--- config.mk ---
export PLATFORM = sky130hd
export DESIGN_NAME = csi_top
export DESIGN_NICKNAME = d
export VERILOG_FILES = /design/src/logic/csi_pkg.sv /design/src/logic/csi_byte_capture.sv /design/src/logic/csi_top.sv
export SDC_FILE = /design/constraint.sdc
export NUM_CORES = 1
export LEC_CHECK = 0
export ABC_CLOCK_PERIOD_IN_PS = 5860
export BUFFER_PORTS_ARGS = -buffer_cell sky130_fd_sc_hd__buf_4
export CAP_MARGIN = 20
export CORE_ASPECT_RATIO = 0.8
export CORE_MARGIN = 2
export CORE_UTILIZATION = 45
export CTS_BUF_LIST = sky130_fd_sc_hd__clkbuf_16
export DETAILED_ROUTE_END_ITERATION = 7
export PLACE_DENSITY = 0.81
export RECOVER_POWER = 25
export SLEW_MARGIN = 20
export SYNTH_ARGS = -nofsm -noshare
export SYNTH_HDL_FRONTEND = slang
export SYNTH_HIERARCHICAL = 1
export SYNTH_SLANG_ARGS = --single-unit
--- constraint.sdc ---
create_clock -name clk_i -period 5.86 [get_ports clk_i]
set_input_delay 0.586 -clock clk_i [delete_from_list [all_inputs] [get_ports clk_i]]
set_output_delay 0.586 -clock clk_i [all_outputs]
set_load 0.05 [all_outputs]
--- src/logic/csi_pkg.sv ---
// constants, port record and power states for the core sram interface
package csi_pkg;
   localparam int DATA_W = 32;
   localparam int BYTES = 4;
   // status and debug word bit positions mirrored to the pins
   localparam int REDUCED_POWER_POS = 27;
   localparam int EXCEPTION_LEVEL_POS = 1;
   localparam int ERROR_LEVEL_POS = 2;
   localparam int DEBUG_MODE_POS = 30;
   // least hold time of either reset pin, in core cycles
   localparam int RESET_MIN_CYC = 5;
   localparam logic [3:0] SYNC_RESET = 4'h0;
   localparam logic [31:0] WORD_ZERO = 32'h0;

   // one memory port transaction, also used for the redirect holding slot
   typedef struct packed {
      logic busy;
      logic owner_d;
      logic write;
      logic lock;
      logic sync;
      logic call;
      logic abort;
      logic [31:0] addr;
      logic [31:0] wdata;
      logic [3:0] be;
   } csi_port_type;

   typedef enum logic [1:0] {
      CSI_RUN = 2'b01,
      CSI_SLEEP = 2'b10
   } csi_power_type;

   // build a fresh transaction record from a request
   function automatic csi_port_type csi_launch(input logic owner_d,
      input logic [31:0] addr, input logic [31:0] wdata, input logic write,
      input logic [3:0] be, input logic lock, input logic sync,
      input logic call);
      csi_port_type p;
      p.busy = 1'b1;
      p.owner_d = owner_d;
      p.write = write;
      p.lock = lock;
      p.sync = sync;
      p.call = call;
      p.abort = 1'b0;
      p.addr = addr;
      p.wdata = wdata;
      p.be = be;
      return p;
   endfunction
endpackage

--- src/logic/csi_byte_capture.sv ---
// per-byte read data gathering for narrow memories
`timescale 1ns/1ns
`default_nettype none
module csi_byte_capture
   import csi_pkg::*;
#(
   parameter int NBYTES = BYTES
) (
   input wire logic clk_i,
   input wire logic reset_i,
   input wire logic capture_en_i,
   input wire logic clear_i,
   input wire logic [NBYTES-1:0] be_i,
   input wire logic [8*NBYTES-1:0] data_i,
   output logic [8*NBYTES-1:0] data_o,
   output logic [8*NBYTES-1:0] merged_o
);
   typedef struct packed {
      logic [8*NBYTES-1:0] data;
   } csi_cap_type;

   csi_cap_type st_reg;
   csi_cap_type st_next;

   // only flagged lanes replace the held byte
   for (genvar b = 0; b < NBYTES; b++) begin : g_lane
      assign merged_o[8*b +: 8] = be_i[b] ? data_i[8*b +: 8] :
         st_reg.data[8*b +: 8];
   end

   // clear wins so a new transaction never sees stale bytes
   always_comb begin
      st_next = st_reg;
      if (clear_i) begin
         st_next.data = '0;
      end else if (capture_en_i) begin
         st_next.data = merged_o;
      end
   end

   always_ff @(posedge clk_i) begin
      if (reset_i) begin
         st_reg <= '0;
      end else begin
         st_reg <= st_next;
      end
   end

   assign data_o = st_reg.data;

   lane_capture_a: assert property (@(posedge clk_i) disable iff (reset_i)
      capture_en_i && !clear_i && be_i[0]
      |=> data_o[7:0] == $past(data_i[7:0]))
      else $error("flagged byte lane not captured");
endmodule // csi_byte_capture
`default_nettype wire

--- src/logic/csi_top.sv ---
// core sram-style memory interface and system sideband
`timescale 1ns/1ns
`default_nettype none
module csi_top
   import csi_pkg::*;
#(
   parameter bit UNIFIED = 1'b0,
   parameter bit DEBUG_MASK_EN = 1'b1
) (
   input wire logic clk_i,
   input wire logic reset_i,
   input wire logic core_i_valid_i,
   input wire logic [31:0] core_i_addr_i,
   input wire logic core_i_call_i,
   output logic core_i_ready_o,
   output logic core_i_done_o,
   output logic core_i_aborted_o,
   output logic [31:0] core_i_rdata_o,
   input wire logic core_d_valid_i,
   input wire logic [31:0] core_d_addr_i,
   input wire logic [31:0] core_d_wdata_i,
   input wire logic core_d_write_i,
   input wire logic [3:0] core_d_be_i,
   input wire logic core_d_lock_i,
   input wire logic core_d_sync_i,
   output logic core_d_ready_o,
   output logic core_d_done_o,
   output logic core_d_aborted_o,
   output logic [31:0] core_d_rdata_o,
   input wire logic irq_detect_i,
   input wire logic fetch_abort_i,
   input wire logic wait_exec_i,
   input wire logic [31:0] status_word_i,
   input wire logic [31:0] debug_word_i,
   input wire logic debug_reset_mask_i,
   output logic ip_req_o,
   output logic ip_dside_o,
   output logic ip_write_o,
   output logic [31:0] ip_addr_o,
   output logic [31:0] ip_wdata_o,
   output logic [3:0] ip_be_o,
   output logic ip_lock_o,
   output logic ip_sync_o,
   output logic ip_call_o,
   output logic ip_abort_o,
   input wire logic ip_stall_i,
   input wire logic ip_abort_ack_i,
   input wire logic [31:0] ip_rdata_i,
   input wire logic [3:0] ip_rbe_i,
   output logic dp_req_o,
   output logic dp_write_o,
   output logic [31:0] dp_addr_o,
   output logic [31:0] dp_wdata_o,
   output logic [3:0] dp_be_o,
   output logic dp_lock_o,
   output logic dp_sync_o,
   output logic dp_abort_o,
   input wire logic dp_stall_i,
   input wire logic dp_abort_ack_i,
   input wire logic [31:0] dp_rdata_i,
   input wire logic [3:0] dp_rbe_i,
   input wire logic dside_redirect_i,
   input wire logic warm_reset_in_i,
   input wire logic cold_reset_in_i,
   input wire logic interrupt_pin_i,
   input wire logic nmi_pin_i,
   output logic reset_exception_o,
   output logic soft_reset_flag_o,
   output logic reduced_power_out_o,
   output logic exception_level_out_o,
   output logic error_level_out_o,
   output logic debug_mode_out_o,
   output logic sleep_o,
   output logic core_clk_en_o
);
   typedef struct packed {
      logic [3:0] sync1;
      logic [3:0] sync2;
      logic comb_prev;
      logic warm_only;
      logic rst_exc;
      logic soft_flag;
      logic [3:0] mirror;
      csi_power_type pwr;
      csi_port_type ip;
      csi_port_type dp;
      csi_port_type redir;
      logic i_done;
      logic i_aborted;
      logic [31:0] i_rdata;
      logic d_done;
      logic d_aborted;
      logic [31:0] d_rdata;
   } csi_state_type;

   localparam csi_state_type ST_RESET = '{sync1: SYNC_RESET,
      sync2: SYNC_RESET, comb_prev: 1'b0, warm_only: 1'b0, rst_exc: 1'b0,
      soft_flag: 1'b0, mirror: 4'h0, pwr: CSI_RUN, ip: '0, dp: '0,
      redir: '0, i_done: 1'b0, i_aborted: 1'b0, i_rdata: WORD_ZERO,
      d_done: 1'b0, d_aborted: 1'b0, d_rdata: WORD_ZERO};

   csi_state_type st_reg;
   csi_state_type st_next;

   logic warm_s, cold_s, int_s, nmi_s, warm_eff, comb_s, wake, awake;
   logic ip_done, dp_done, ip_acked, dp_acked, ip_free, dp_free;
   logic redir_go, ud_go, d_hold;
   logic [31:0] ip_merged, dp_merged;

   // pins are asynchronous, so only the second stage is read
   assign warm_s = st_reg.sync2[0];
   assign cold_s = st_reg.sync2[1];
   assign int_s = st_reg.sync2[2];
   assign nmi_s = st_reg.sync2[3];
   // debug may hold off warm reset only while in debug mode
   assign warm_eff = warm_s & ~(DEBUG_MASK_EN &
      debug_word_i[DEBUG_MODE_POS] & debug_reset_mask_i);
   assign comb_s = warm_eff | cold_s;
   assign wake = int_s | nmi_s | comb_s;
   assign awake = (st_reg.pwr == CSI_RUN);

   // completion: stall low ends it, or an acknowledged abort
   assign ip_acked = st_reg.ip.abort & ip_abort_ack_i;
   assign dp_acked = st_reg.dp.abort & dp_abort_ack_i;
   assign ip_done = st_reg.ip.busy & (~ip_stall_i | ip_acked);
   assign dp_done = st_reg.dp.busy & (~dp_stall_i | dp_acked);
   assign ip_free = ~st_reg.ip.busy | ip_done;
   assign dp_free = ~st_reg.dp.busy | dp_done;

   // i-port arbitration: redirected or unified data beats fetch
   assign redir_go = ~UNIFIED & st_reg.redir.busy;
   assign ud_go = UNIFIED & core_d_valid_i;
   assign d_hold = ~UNIFIED & (st_reg.redir.busy |
      (st_reg.ip.busy & st_reg.ip.owner_d));
   assign core_i_ready_o = ip_free & awake & ~redir_go & ~ud_go;
   assign core_d_ready_o = UNIFIED ? (ip_free & awake) :
      (dp_free & awake & ~d_hold);

   csi_byte_capture #(.NBYTES(BYTES)) u_ip_cap (
      .clk_i(clk_i),
      .reset_i(reset_i),
      .capture_en_i(st_reg.ip.busy),
      .clear_i(ip_done),
      .be_i(ip_rbe_i),
      .data_i(ip_rdata_i),
      .data_o(),
      .merged_o(ip_merged)
   );

   csi_byte_capture #(.NBYTES(BYTES)) u_dp_cap (
      .clk_i(clk_i),
      .reset_i(reset_i),
      .capture_en_i(st_reg.dp.busy),
      .clear_i(dp_done),
      .be_i(dp_rbe_i),
      .data_i(dp_rdata_i),
      .data_o(),
      .merged_o(dp_merged)
   );

   // advance one port: finish, or keep the request and latch abort
   function automatic csi_port_type csi_step(input csi_port_type p,
      input logic done, input logic cause);
      csi_port_type r;
      r = p;
      if (done) begin
         r = '0;
      end else if (p.busy && cause) begin
         r.abort = 1'b1;
      end
      return r;
   endfunction

   always_comb begin
      st_next = st_reg;
      st_next.sync1 = {nmi_pin_i, interrupt_pin_i, cold_reset_in_i,
         warm_reset_in_i};
      st_next.sync2 = st_reg.sync1;
      // status and debug levels follow the words one cycle late
      st_next.mirror = {debug_word_i[DEBUG_MODE_POS],
         status_word_i[ERROR_LEVEL_POS],
         status_word_i[EXCEPTION_LEVEL_POS],
         status_word_i[REDUCED_POWER_POS]};
      // reset exception fires on the falling edge, not during reset
      st_next.comb_prev = comb_s;
      st_next.rst_exc = st_reg.comb_prev & ~comb_s;
      if (comb_s) begin
         st_next.warm_only = warm_eff & ~cold_s;
      end
      if (st_reg.comb_prev && !comb_s) begin
         st_next.soft_flag = st_reg.warm_only;
      end
      // results: one-cycle done pulses with gathered read data
      st_next.i_done = 1'b0;
      st_next.d_done = 1'b0;
      st_next.i_aborted = 1'b0;
      st_next.d_aborted = 1'b0;
      if (ip_done && st_reg.ip.owner_d) begin
         st_next.d_done = 1'b1;
         st_next.d_aborted = ip_acked;
         st_next.d_rdata = ip_merged;
      end else if (ip_done) begin
         st_next.i_done = 1'b1;
         st_next.i_aborted = ip_acked;
         st_next.i_rdata = ip_merged;
      end
      if (dp_done) begin
         st_next.d_done = 1'b1;
         st_next.d_aborted = dp_acked;
         st_next.d_rdata = dp_merged;
      end
      st_next.ip = csi_step(st_reg.ip, ip_done, irq_detect_i |
         (fetch_abort_i & ~st_reg.ip.owner_d));
      st_next.dp = csi_step(st_reg.dp, dp_done, irq_detect_i);
      // i-port launch in priority order
      if (ip_free && awake) begin
         if (redir_go) begin
            st_next.ip = st_reg.redir;
            st_next.redir = '0;
         end else if (ud_go) begin
            st_next.ip = csi_launch(1'b1, core_d_addr_i, core_d_wdata_i,
               core_d_write_i, core_d_be_i, core_d_lock_i, core_d_sync_i,
               1'b0);
         end else if (core_i_valid_i) begin
            st_next.ip = csi_launch(1'b0, core_i_addr_i, WORD_ZERO, 1'b0,
               4'hf, 1'b0, 1'b0, core_i_call_i);
         end
      end
      // dual data side: own port, or parked until the i-port is free
      if (!UNIFIED && core_d_valid_i && core_d_ready_o) begin
         if (dside_redirect_i) begin
            st_next.redir = csi_launch(1'b1, core_d_addr_i, core_d_wdata_i,
               core_d_write_i, core_d_be_i, core_d_lock_i, core_d_sync_i,
               1'b0);
         end else begin
            st_next.dp = csi_launch(1'b1, core_d_addr_i, core_d_wdata_i,
               core_d_write_i, core_d_be_i, core_d_lock_i, core_d_sync_i,
               1'b0);
         end
      end
      // wake beats a wait in the same cycle so no interrupt is slept on
      case (st_reg.pwr)
         CSI_RUN: begin
            if (wait_exec_i && !wake) begin
               st_next.pwr = CSI_SLEEP;
            end
         end
         CSI_SLEEP: begin
            if (wake) begin
               st_next.pwr = CSI_RUN;
            end
         end
         default: begin
            st_next.pwr = CSI_RUN;
         end
      endcase
      // pin reset clears the transaction state
      if (comb_s) begin
         st_next.ip = '0;
         st_next.dp = '0;
         st_next.redir = '0;
      end
   end

   always_ff @(posedge clk_i) begin
      if (reset_i) begin
         st_reg <= ST_RESET;
      end else begin
         st_reg <= st_next;
      end
   end

   // memory ports straight from the transaction records
   assign ip_req_o = st_reg.ip.busy;
   assign ip_dside_o = st_reg.ip.owner_d;
   assign ip_write_o = st_reg.ip.write;
   assign ip_addr_o = st_reg.ip.addr;
   assign ip_wdata_o = st_reg.ip.wdata;
   assign ip_be_o = st_reg.ip.be;
   assign ip_lock_o = st_reg.ip.lock;
   assign ip_sync_o = st_reg.ip.sync;
   assign ip_call_o = st_reg.ip.call;
   assign ip_abort_o = st_reg.ip.abort;
   assign dp_req_o = st_reg.dp.busy;
   assign dp_write_o = st_reg.dp.write;
   assign dp_addr_o = st_reg.dp.addr;
   assign dp_wdata_o = st_reg.dp.wdata;
   assign dp_be_o = st_reg.dp.be;
   assign dp_lock_o = st_reg.dp.lock;
   assign dp_sync_o = st_reg.dp.sync;
   assign dp_abort_o = st_reg.dp.abort;
   // core side results and sideband levels
   assign core_i_done_o = st_reg.i_done;
   assign core_i_aborted_o = st_reg.i_aborted;
   assign core_i_rdata_o = st_reg.i_rdata;
   assign core_d_done_o = st_reg.d_done;
   assign core_d_aborted_o = st_reg.d_aborted;
   assign core_d_rdata_o = st_reg.d_rdata;
   assign reset_exception_o = st_reg.rst_exc;
   assign soft_reset_flag_o = st_reg.soft_flag;
   assign reduced_power_out_o = st_reg.mirror[0];
   assign exception_level_out_o = st_reg.mirror[1];
   assign error_level_out_o = st_reg.mirror[2];
   assign debug_mode_out_o = st_reg.mirror[3];
   assign sleep_o = (st_reg.pwr == CSI_SLEEP);
   assign core_clk_en_o = awake;

   request_hold_a: assert property (@(posedge clk_i)
      disable iff (reset_i || comb_s)
      ip_req_o && ip_stall_i && !(ip_abort_o && ip_abort_ack_i)
      |=> ip_req_o && $stable(ip_addr_o))
      else $error("stalled request dropped or changed");
   unified_prio_a: assert property (@(posedge clk_i) disable iff (reset_i)
      UNIFIED && core_i_valid_i && core_d_valid_i |-> !core_i_ready_o)
      else $error("fetch granted over data in unified mode");
   redirect_stall_a: assert property (@(posedge clk_i)
      disable iff (reset_i || comb_s)
      !UNIFIED && core_d_valid_i && core_d_ready_o && dside_redirect_i
      |=> !core_d_ready_o ##0 !dp_req_o || $past(dp_req_o))
      else $error("data side not stalled after redirect");
   abort_raise_a: assert property (@(posedge clk_i)
      disable iff (reset_i || comb_s)
      ip_req_o && ip_stall_i && !ip_abort_ack_i && irq_detect_i
      |=> ip_abort_o && ip_req_o)
      else $error("no abort for interrupt during transaction");
   abort_drop_a: assert property (@(posedge clk_i)
      disable iff (reset_i || comb_s)
      ip_abort_o && ip_abort_ack_i |=> !ip_abort_o ##1 !ip_abort_o
      || ip_req_o)
      else $error("abort held after acknowledge");
   level_mirror_a: assert property (@(posedge clk_i) disable iff (reset_i)
      ##1 reduced_power_out_o == $past(status_word_i[REDUCED_POWER_POS])
      && error_level_out_o == $past(status_word_i[ERROR_LEVEL_POS]))
      else $error("power or error level not mirrored");
   debug_mirror_a: assert property (@(posedge clk_i) disable iff (reset_i)
      ##1 debug_mode_out_o == $past(debug_word_i[DEBUG_MODE_POS]))
      else $error("debug mode not mirrored");
   reset_fall_a: assert property (@(posedge clk_i) disable iff (reset_i)
      $fell(comb_s) |=> reset_exception_o ##1 !reset_exception_o)
      else $error("reset exception not on falling edge");
   cold_flag_a: assert property (@(posedge clk_i) disable iff (reset_i)
      $fell(comb_s) && $past(cold_s) |=> !soft_reset_flag_o)
      else $error("soft flag set by cold reset");
   sleep_enter_a: assert property (@(posedge clk_i) disable iff (reset_i)
      awake && wait_exec_i && !wake |=> sleep_o && !core_clk_en_o)
      else $error("wait did not enter sleep");
   sleep_exit_a: assert property (@(posedge clk_i) disable iff (reset_i)
      sleep_o && wake |=> !sleep_o && core_clk_en_o)
      else $error("sleep not left on wake event");
endmodule // csi_top
`default_nettype wire
==> results of run 1 <==
synth_stat cells, types with 13 or more instances:
cell type | count | area, µm²
a211oi_1 | 32 | 240
a21bo_1 | 56 | 561
a21oi_1 | 81 | 405
a21oi_2 | 62 | 543
a221oi_1 | 33 | 289
a22o_1 | 36 | 315
a31o_2 | 136 | 1190
and3_1 | 145 | 907
buf_2 | 36 | 180
buf_4 | 216 | 1620
buf_6 | 17 | 191
clkbuf_1 | 78 | 293
dfxtp_1 | 373 | 7470
mux2_2 | 64 | 721
nand2_1 | 142 | 533
nand3_1 | 66 | 330
nor2_1 | 39 | 146
nor2b_1 | 13 | 81.3
o22ai_1 | 33 | 206
logic make-up (layout without fill, tap and decap cells):
group,Yosys count,after routing,share of synthesized area
AO/OA/AOI/OAI,500,500,0.242
AND/OR/NAND/NOR,429,429,0.128
flip-flops,373,373,0.445
buffers and inverters,366,524,0.141
multiplexers,64,64,0.0430
other,0,1,0
stage by stage:
stage          instance area, µm²   util  power (mW)  setup WS (ns)
2_1_floorplan               16800      -        3.48           3.21
3_3_place_gp                18500  0.500        3.72           2.49
3_5_place_dp                18500  0.500        3.75           2.41
4_1_cts                     19600  0.532        6.05           2.62
5_1_grt                     19100  0.519        6.18           2.44
6_report                    19100  0.519        5.98           2.70
routing by layer:
metal / up-vias / wire, µm
met2: 594 / 23900
met1: 6651 / 19800
met3: 113 / 4360
li1: 6270 / -
met4: 2 / 1610
met5: - / 16
area by class of cell:
cell class              count  area share
well taps                 487      0.0318
flip-flops and latches    373       0.390
repair buffers            448       0.150
multi-input cells         993       0.365
clock inverters            30      0.0105
diodes                      1    0.000131
clock buffers              39      0.0510
inverters                   7     0.00137
power by group through the flow:
stage,sequential [mW],combinational (mW),clock (mW)
6_report,2.70,0.966,2.31
3_5_place_dp,2.76,0.991,0
5_1_grt,2.71,1.02,2.44
4_1_cts,2.70,0.996,2.35
3_3_place_gp,2.75,0.974,0
2_1_floorplan,2.75,0.726,0
worst paths after layout:
kind	start	end	slack, ns	depth (start not counted)
max	dp_req_o	u_dp_cap/data_o[31]	2.70	6
max reg2reg	dp_req_o	u_dp_cap/data_o[31]	2.70	6
min reg2reg	st_next[305]	int_s	0.44	1
min	status_word_i[2]	error_level_out_o	0.26	2
layout by cell type, fill, tap and decap left out, types with 4 or more instances in the layout:
| cell type | n |
|---|---|
| a21oi_2 | 60 |
| and3_1 | 145 |
| clkbuf_16 | 39 |
| a31o_1 | 6 |
| a31o_2 | 136 |
| or2_2 | 4 |
| clkinv_2 | 7 |
| a221oi_1 | 33 |
| nand2_1 | 141 |
| clkinv_1 | 10 |
| a211oi_1 | 32 |
| nor2b_1 | 13 |
| o22ai_1 | 33 |
| o21ai_0 | 4 |
| dfxtp_1 | 371 |
| inv_1 | 13 |
| nand3_1 | 66 |
| nor2_1 | 38 |
| a21oi_1 | 81 |
| mux2_2 | 64 |
| clkbuf_1 | 132 |
| buf_4 | 314 |
| a21bo_1 | 56 |
| a21bo_2 | 10 |
| a22o_1 | 36 |
==> impl_metrics.csv, run 1 <==
group,metric,value,unit
place,place_hpwl,33200,µm
place,place_inst,2308,
pwr,vdd_drop_max,255,µV
grt,grt_max_degree,88,
pwr,p_sw,1.76,mW
setup_path,cp.arrival,3.52,ns
logic_synthesis,synth_fp_nets,1989,
route,antenna_left,0,
grt,grtUsageTotal,0.244,
place,io_buffers,422,
clocking,insertion_delay,0.55,ns
setup_path,critPathMostFrequentCell,"buf_4",
sta,hold_slack,0.262,ns
sta,timing.final.crit_share,0.539,
setup_path,cpPeakStageDelay,0.91,ns
route,viasPerCell,5.73,
setup_path,worstSetupStartpointType,"flop",
final_layout,fillers,3327,
logic_synthesis,yosysWarningCount,6,
final_layout,instances_no_fill,2378,
job,drv_cap,0,
logic_synthesis,synth_cell_type_count,47,
logic_synthesis,synthFlopType,"dfxtp_1",
sta,finalSetupTns,0,ns
final_layout,final_nets,2119,
setup_path,end_kind,"flop",
pwr,clockPowerShare,0.386,
route,routed_wl,49600,µm
grt,grt_pass1_vias,13400,
grt,gr-usage-met3,0.0696,
clocking,cts_inserted_buffers,39,
route,vias,13600,
clocking,cts_tree,"done",
final_layout,multi_input_area,6990,µm²
hold_path,min_path_type,"primary input to flop",
final_layout,largest_reg_flops,79,
sta,rsz0062_at_grt,"no",
route,wl_per_cell,20.9,µm
clocking,htree_levels,2,
clocking,cts_resized,0,
clocking,cts_sinks,373,
sta,slew_headroom,0.300,
floorplan,die_w,220,µm
clocking,clk_pin_slew,0.06,ns
final_layout,area_growth,14.2,%
sta,slew_violations,0,
logic_synthesis,avgSynthCellArea,9.68,µm²
grt,grt-ovfl-total,0,
logic_synthesis,syn_inst,1732,
grt,use_met1,0.297,
logic_synthesis,syn_area,16800,µm²
sta,hold_viol,0,
pwr,p_comb_frac,0.162,
pwr,intPower,4.21,mW
setup_path,worstSetupPathType,"flop to flop",
setup_path,path_cells,"buf_4 -> nand2b_1 -> buf_4 -> inv_2 -> or2_2 -> a21oi_1",
final_layout,drive_gt1_frac,0.349,
final_layout,regArea,7470,µm²
logic_synthesis,synthArstFlopShare,0,
pwr,power_frac_seq,0.452,
sta,setup_viol_count_final,0,
route,drtIter0Drc,1080,
grt,use_met2,0.412,
logic_synthesis,synth_edf_count,0,
grt,grt_pass1_wl,75500,µm
setup_path,crit_buf_inv,3,
clocking,root_buffer,"clkbuf_16",
place,gp_congestion,0.919,
grt,grt_antenna_before_repair,1,
floorplan,pin_count,483,
sta,max_freq,317,MHz
clocking,clockBufferDepth,3,
setup_path,crit_slowest_cell,"or2_2",
route,remaining_drc_errors,0,
clocking,cts_hold_buf,0,
floorplan,initial_core_util,0.455,
clocking,post_cts_buffers,0,
logic_synthesis,synth_seq_cells,373,
setup_path,crit_family,"buffers and inverters",
pwr,p_leak,8.11,nW
floorplan,fp.dieArea,38800,µm²
floorplan,die_h,177,µm
sta,worstMarginPinSlew,1.05,ns
floorplan,rows,63,
setup_path,required,6.23,ns
floorplan,core,36900,µm²
pwr,pwr_density_cell,312,nW/µm²
pwr,switching_share,0.295,
run_status,status,"finished, final reports clean",
grt,globalRoute.busiestLayer,"met2",
sta,period_needed,3.16,ns
sta,fin_skew,0.0241,ns
logic_synthesis,synth-seq-area-share,0.445,
route,drt_first_pass_iters,6,
setup_path,worst-path-max-fanout,65,
No activity file was read; power rests on OpenSTA's default activity.
==> run 2: changes to the inputs <==
--- a/config.mk
+++ b/config.mk
@@ -5,7 +5,8 @@
 export SDC_FILE = /design/constraint.sdc
 export NUM_CORES = 1
 export LEC_CHECK = 0
-export ABC_CLOCK_PERIOD_IN_PS = 5860
+export ABC_AREA = 1
+export ABC_CLOCK_PERIOD_IN_PS = 2600
 export BUFFER_PORTS_ARGS = -buffer_cell sky130_fd_sc_hd__buf_4
 export CAP_MARGIN = 20
 export CORE_ASPECT_RATIO = 0.8
@@ -13,7 +14,7 @@
 export CORE_UTILIZATION = 45
 export CTS_BUF_LIST = sky130_fd_sc_hd__clkbuf_16
 export DETAILED_ROUTE_END_ITERATION = 7
-export PLACE_DENSITY = 0.81
+export PLACE_DENSITY = 0.82
 export RECOVER_POWER = 25
 export SLEW_MARGIN = 20
 export SYNTH_ARGS = -nofsm -noshare
==> constraint.sdc (replaced) <==
create_clock -name clk_i -period 2.6 [get_ports clk_i]
set_input_delay 0.26 -clock clk_i [delete_from_list [all_inputs] [get_ports clk_i]]
set_output_delay 0.26 -clock clk_i [all_outputs]
set_load 0.05 [all_outputs]
==> impl_metrics.csv, run 2 <==
group,metric,value,unit
run_status,status,"finished, final reports clean",
pwr,p_sw,5.49,mW
route,routed_wl,60400,µm
sta,fin_skew,0.0223,ns
final_layout,area_growth,15.2,%
logic_synthesis,synth_edf_count,0,
job,drv_cap,0,
route,drtIter0Drc,1762,
pwr,power_frac_seq,0.399,
logic_synthesis,synth_seq_cells,373,
clocking,cts_tree,"done",
final_layout,fin_util,0.526,
floorplan,pin_count,483,
route,wl_per_cell,15.7,µm
pwr,clockPowerShare,0.349,
clocking,insertion_delay,0.56,ns
final_layout,drive_gt1_frac,0.137,
hold_path,min_path_type,"primary input to flop",
logic_synthesis,synth_cell_type_count,25,
sta,setup_viol_count_final,0,
pwr,intPower,10.5,mW
logic_synthesis,syn_inst,3084,
logic_synthesis,synthArstFlopShare,0,
pwr,switching_share,0.344,
floorplan,initial_core_util,0.456,
logic_synthesis,avgSynthCellArea,6.38,µm²
logic_synthesis,synthFlopType,"dfxtp_1",
pwr,p_leak,10.9,nW
logic_synthesis,yosysTopAreaCell,"dfxtp_1",
route,remaining_drc_errors,0,
setup_path,crit_family,"simple AND/OR/NAND/NOR gates",
pwr,vdd_drop_max,477,µV
clocking,cts_inserted_buffers,40,
sta,slew_headroom,0.399,
sta,rsz0062_at_grt,"no",
setup_path,cp.arrival,2.09,ns
clocking,cts_resized,0,
setup_path,end_kind,"output pin",
floorplan,die_h,191,µm
sta,max_freq,425,MHz
setup_path,required,2.34,ns
setup_path,worstSetupStartpointType,"flop",
route,drt_first_pass_iters,7,
clocking,htree_levels,2,
final_layout,final_nets,3501,
place,gp_congestion,0.910,
grt,grt_antenna_before_repair,8,
clocking,clk_pin_slew,0.06,ns
sta,finalSetupTns,0,ns
setup_path,path_cells,"inv_2 -> nor2_4 -> nand3_2 -> nor2_4 -> buf_4",
logic_synthesis,yosysWarningCount,6,
logic_synthesis,synth_fp_nets,3341,
logic_synthesis,yosysTopAreaCellShare,0.379,
route,antenna_left,0,
hold_path,hold_depth,5,
final_layout,instances_no_fill,3840,
floorplan,fp.dieArea,45400,µm²
setup_path,worst-path-max-fanout,17,
final_layout,layout_common_cells,"nand2_1, nor2_1, dfxtp_1",
sta,slew_violations,0,
setup_path,critPathMostFrequentCell,"nor2_4",
final_layout,final_common_cell,"nand2_1",
pwr,p_comb_frac,0.252,
setup_path,crit_slowest_cell,"nor2_4",
logic_synthesis,yosys-top-cells-area,"dfxtp_1, nand2_1, buf_4, nor2_1, nand3_1",
sta,worstMarginPinSlew,0.902,ns
floorplan,core,43100,µm²
logic_synthesis,synth_most_common_cell,"nand2_1",
sta,hold_viol,0,
grt,grt_max_degree,113,
route,viasPerCell,4.98,
floorplan,die_w,238,µm
setup_path,cp.depth,5,
place,place_hpwl,39800,µm
setup_path,worstSetupPathType,"flop to output pin",
logic_synthesis,syn_area,19700,µm²
setup_path,crit_buf_inv,2,
grt,grtUsageTotal,0.255,
clocking,root_buffer,"clkbuf_16",
route,vias,19100,
logic_synthesis,synth-seq-area-share,0.379,
sta,timing.final.crit_share,0.906,
grt,grt-ovfl-total,0,
sta,period_needed,2.35,ns
grt,grt_pass1_wl,92100,µm
logic_synthesis,yosys-top-cells-count,"nand2_1, nor2_1, dfxtp_1",
setup_path,cpPeakStageDelay,0.42,ns
final_layout,largest_reg_flops,79,
clocking,cts_sinks,373,
setup_path,reg2reg_depth,8,
grt,grt_pass1_vias,16600,
place,place_inst,3710,
pwr,power,16.0,mW
place,io_buffers,422,
floorplan,rows,68,
clocking,clockBufferDepth,3,
pwr,pwr_density_cell,705,nW/µm²
run 2: changes by cell type after synthesis, moves of 136 or more:
cell | before | now
and3_1 | 145 | 0
a31o_2 | 136 | 0
nand3_1 | 66 | 277
nor2_1 | 39 | 399
inv_1 | 5 | 301
nand2_1 | 142 | 981
run 2: layout make-up:
type / instances / area [µm²]
fill: 4296 / 20500
multi-input combinational: 1999 / 8480
sequential: 373 / 7470
timing repair buffer: 513 / 3570
inverter: 317 / 1190
clock buffer: 41 / 1030
tap: 560 / 701
clock inverter: 31 / 219
antenna: 6 / 15.0
run 2: logic make-up (layout without fill, tap and decap cells):
family                 count (synthesis)  in the layout  synth area share
buffers and inverters                712            902             0.191
AO/OA/AOI/OAI                        223            223            0.0568
AND/OR/NAND/NOR                     1776           1776             0.373
flip-flops                           373            373             0.379
other                                  0              6                 0
run 2: what timing repair did:
| action | 4_1_cts | 5_1_grt |
|---|---|---|
| hold buffers | 52 | 0 |
| setup buffers | 0 | 0 |
| hold endpoints to repair | 52 | 0 |
run 2: power groups by stage:
stage	Sequential, mW	Clock, mW	Combinational, mW
2_1_floorplan	6.48	0	3.15
3_3_place_gp	6.48	0	3.97
3_5_place_dp	6.49	0	4.01
4_1_cts	6.37	5.69	4.09
5_1_grt	6.41	5.91	4.41
6_report	6.37	5.58	4.03
run 2: tightest hold or removal path: stages:
cell and delay, ns:
buf_4 0.08, nand2_1 0.06, nand3_1 0.08, nand2_1 0.04, inv_1 0.04
run 2: path summary, 6_finish.rpt:
path	from	to	slack (ns)
min reg2reg	st_next[305]	int_s	0.41
max	st_reg[293]	core_d_ready_o	0.25
max reg2reg	dp_abort_o	dp_addr_o[13]	0.41
min	ip_rdata_i[8]	u_ip_cap/data_o[8]	0.03
run 2: per-stage QoR:
step / cell area, µm² / worst slack [ns] / hold slack (ns)
final: 22700 / 0.245 / 0.0279
after global routing: 22700 / 0.134 / 0.0382
after CTS: 23100 / 0.224 / 0.000150
after detailed placement: 21400 / 0.476 / 0.395
after global placement: 21400 / 0.543 / 0.391
after floorplan: 19700 / 0.585 / 0.367
run 2: layer usage:
metal  track usage  share of wire  vias to the layer above
met3        0.0575          0.091                      145
met1         0.366           0.45                     8558
met5             0        0.00036                        -
met4         0.110          0.041                        4
met2         0.363           0.41                      809
li1              -              -                     9611
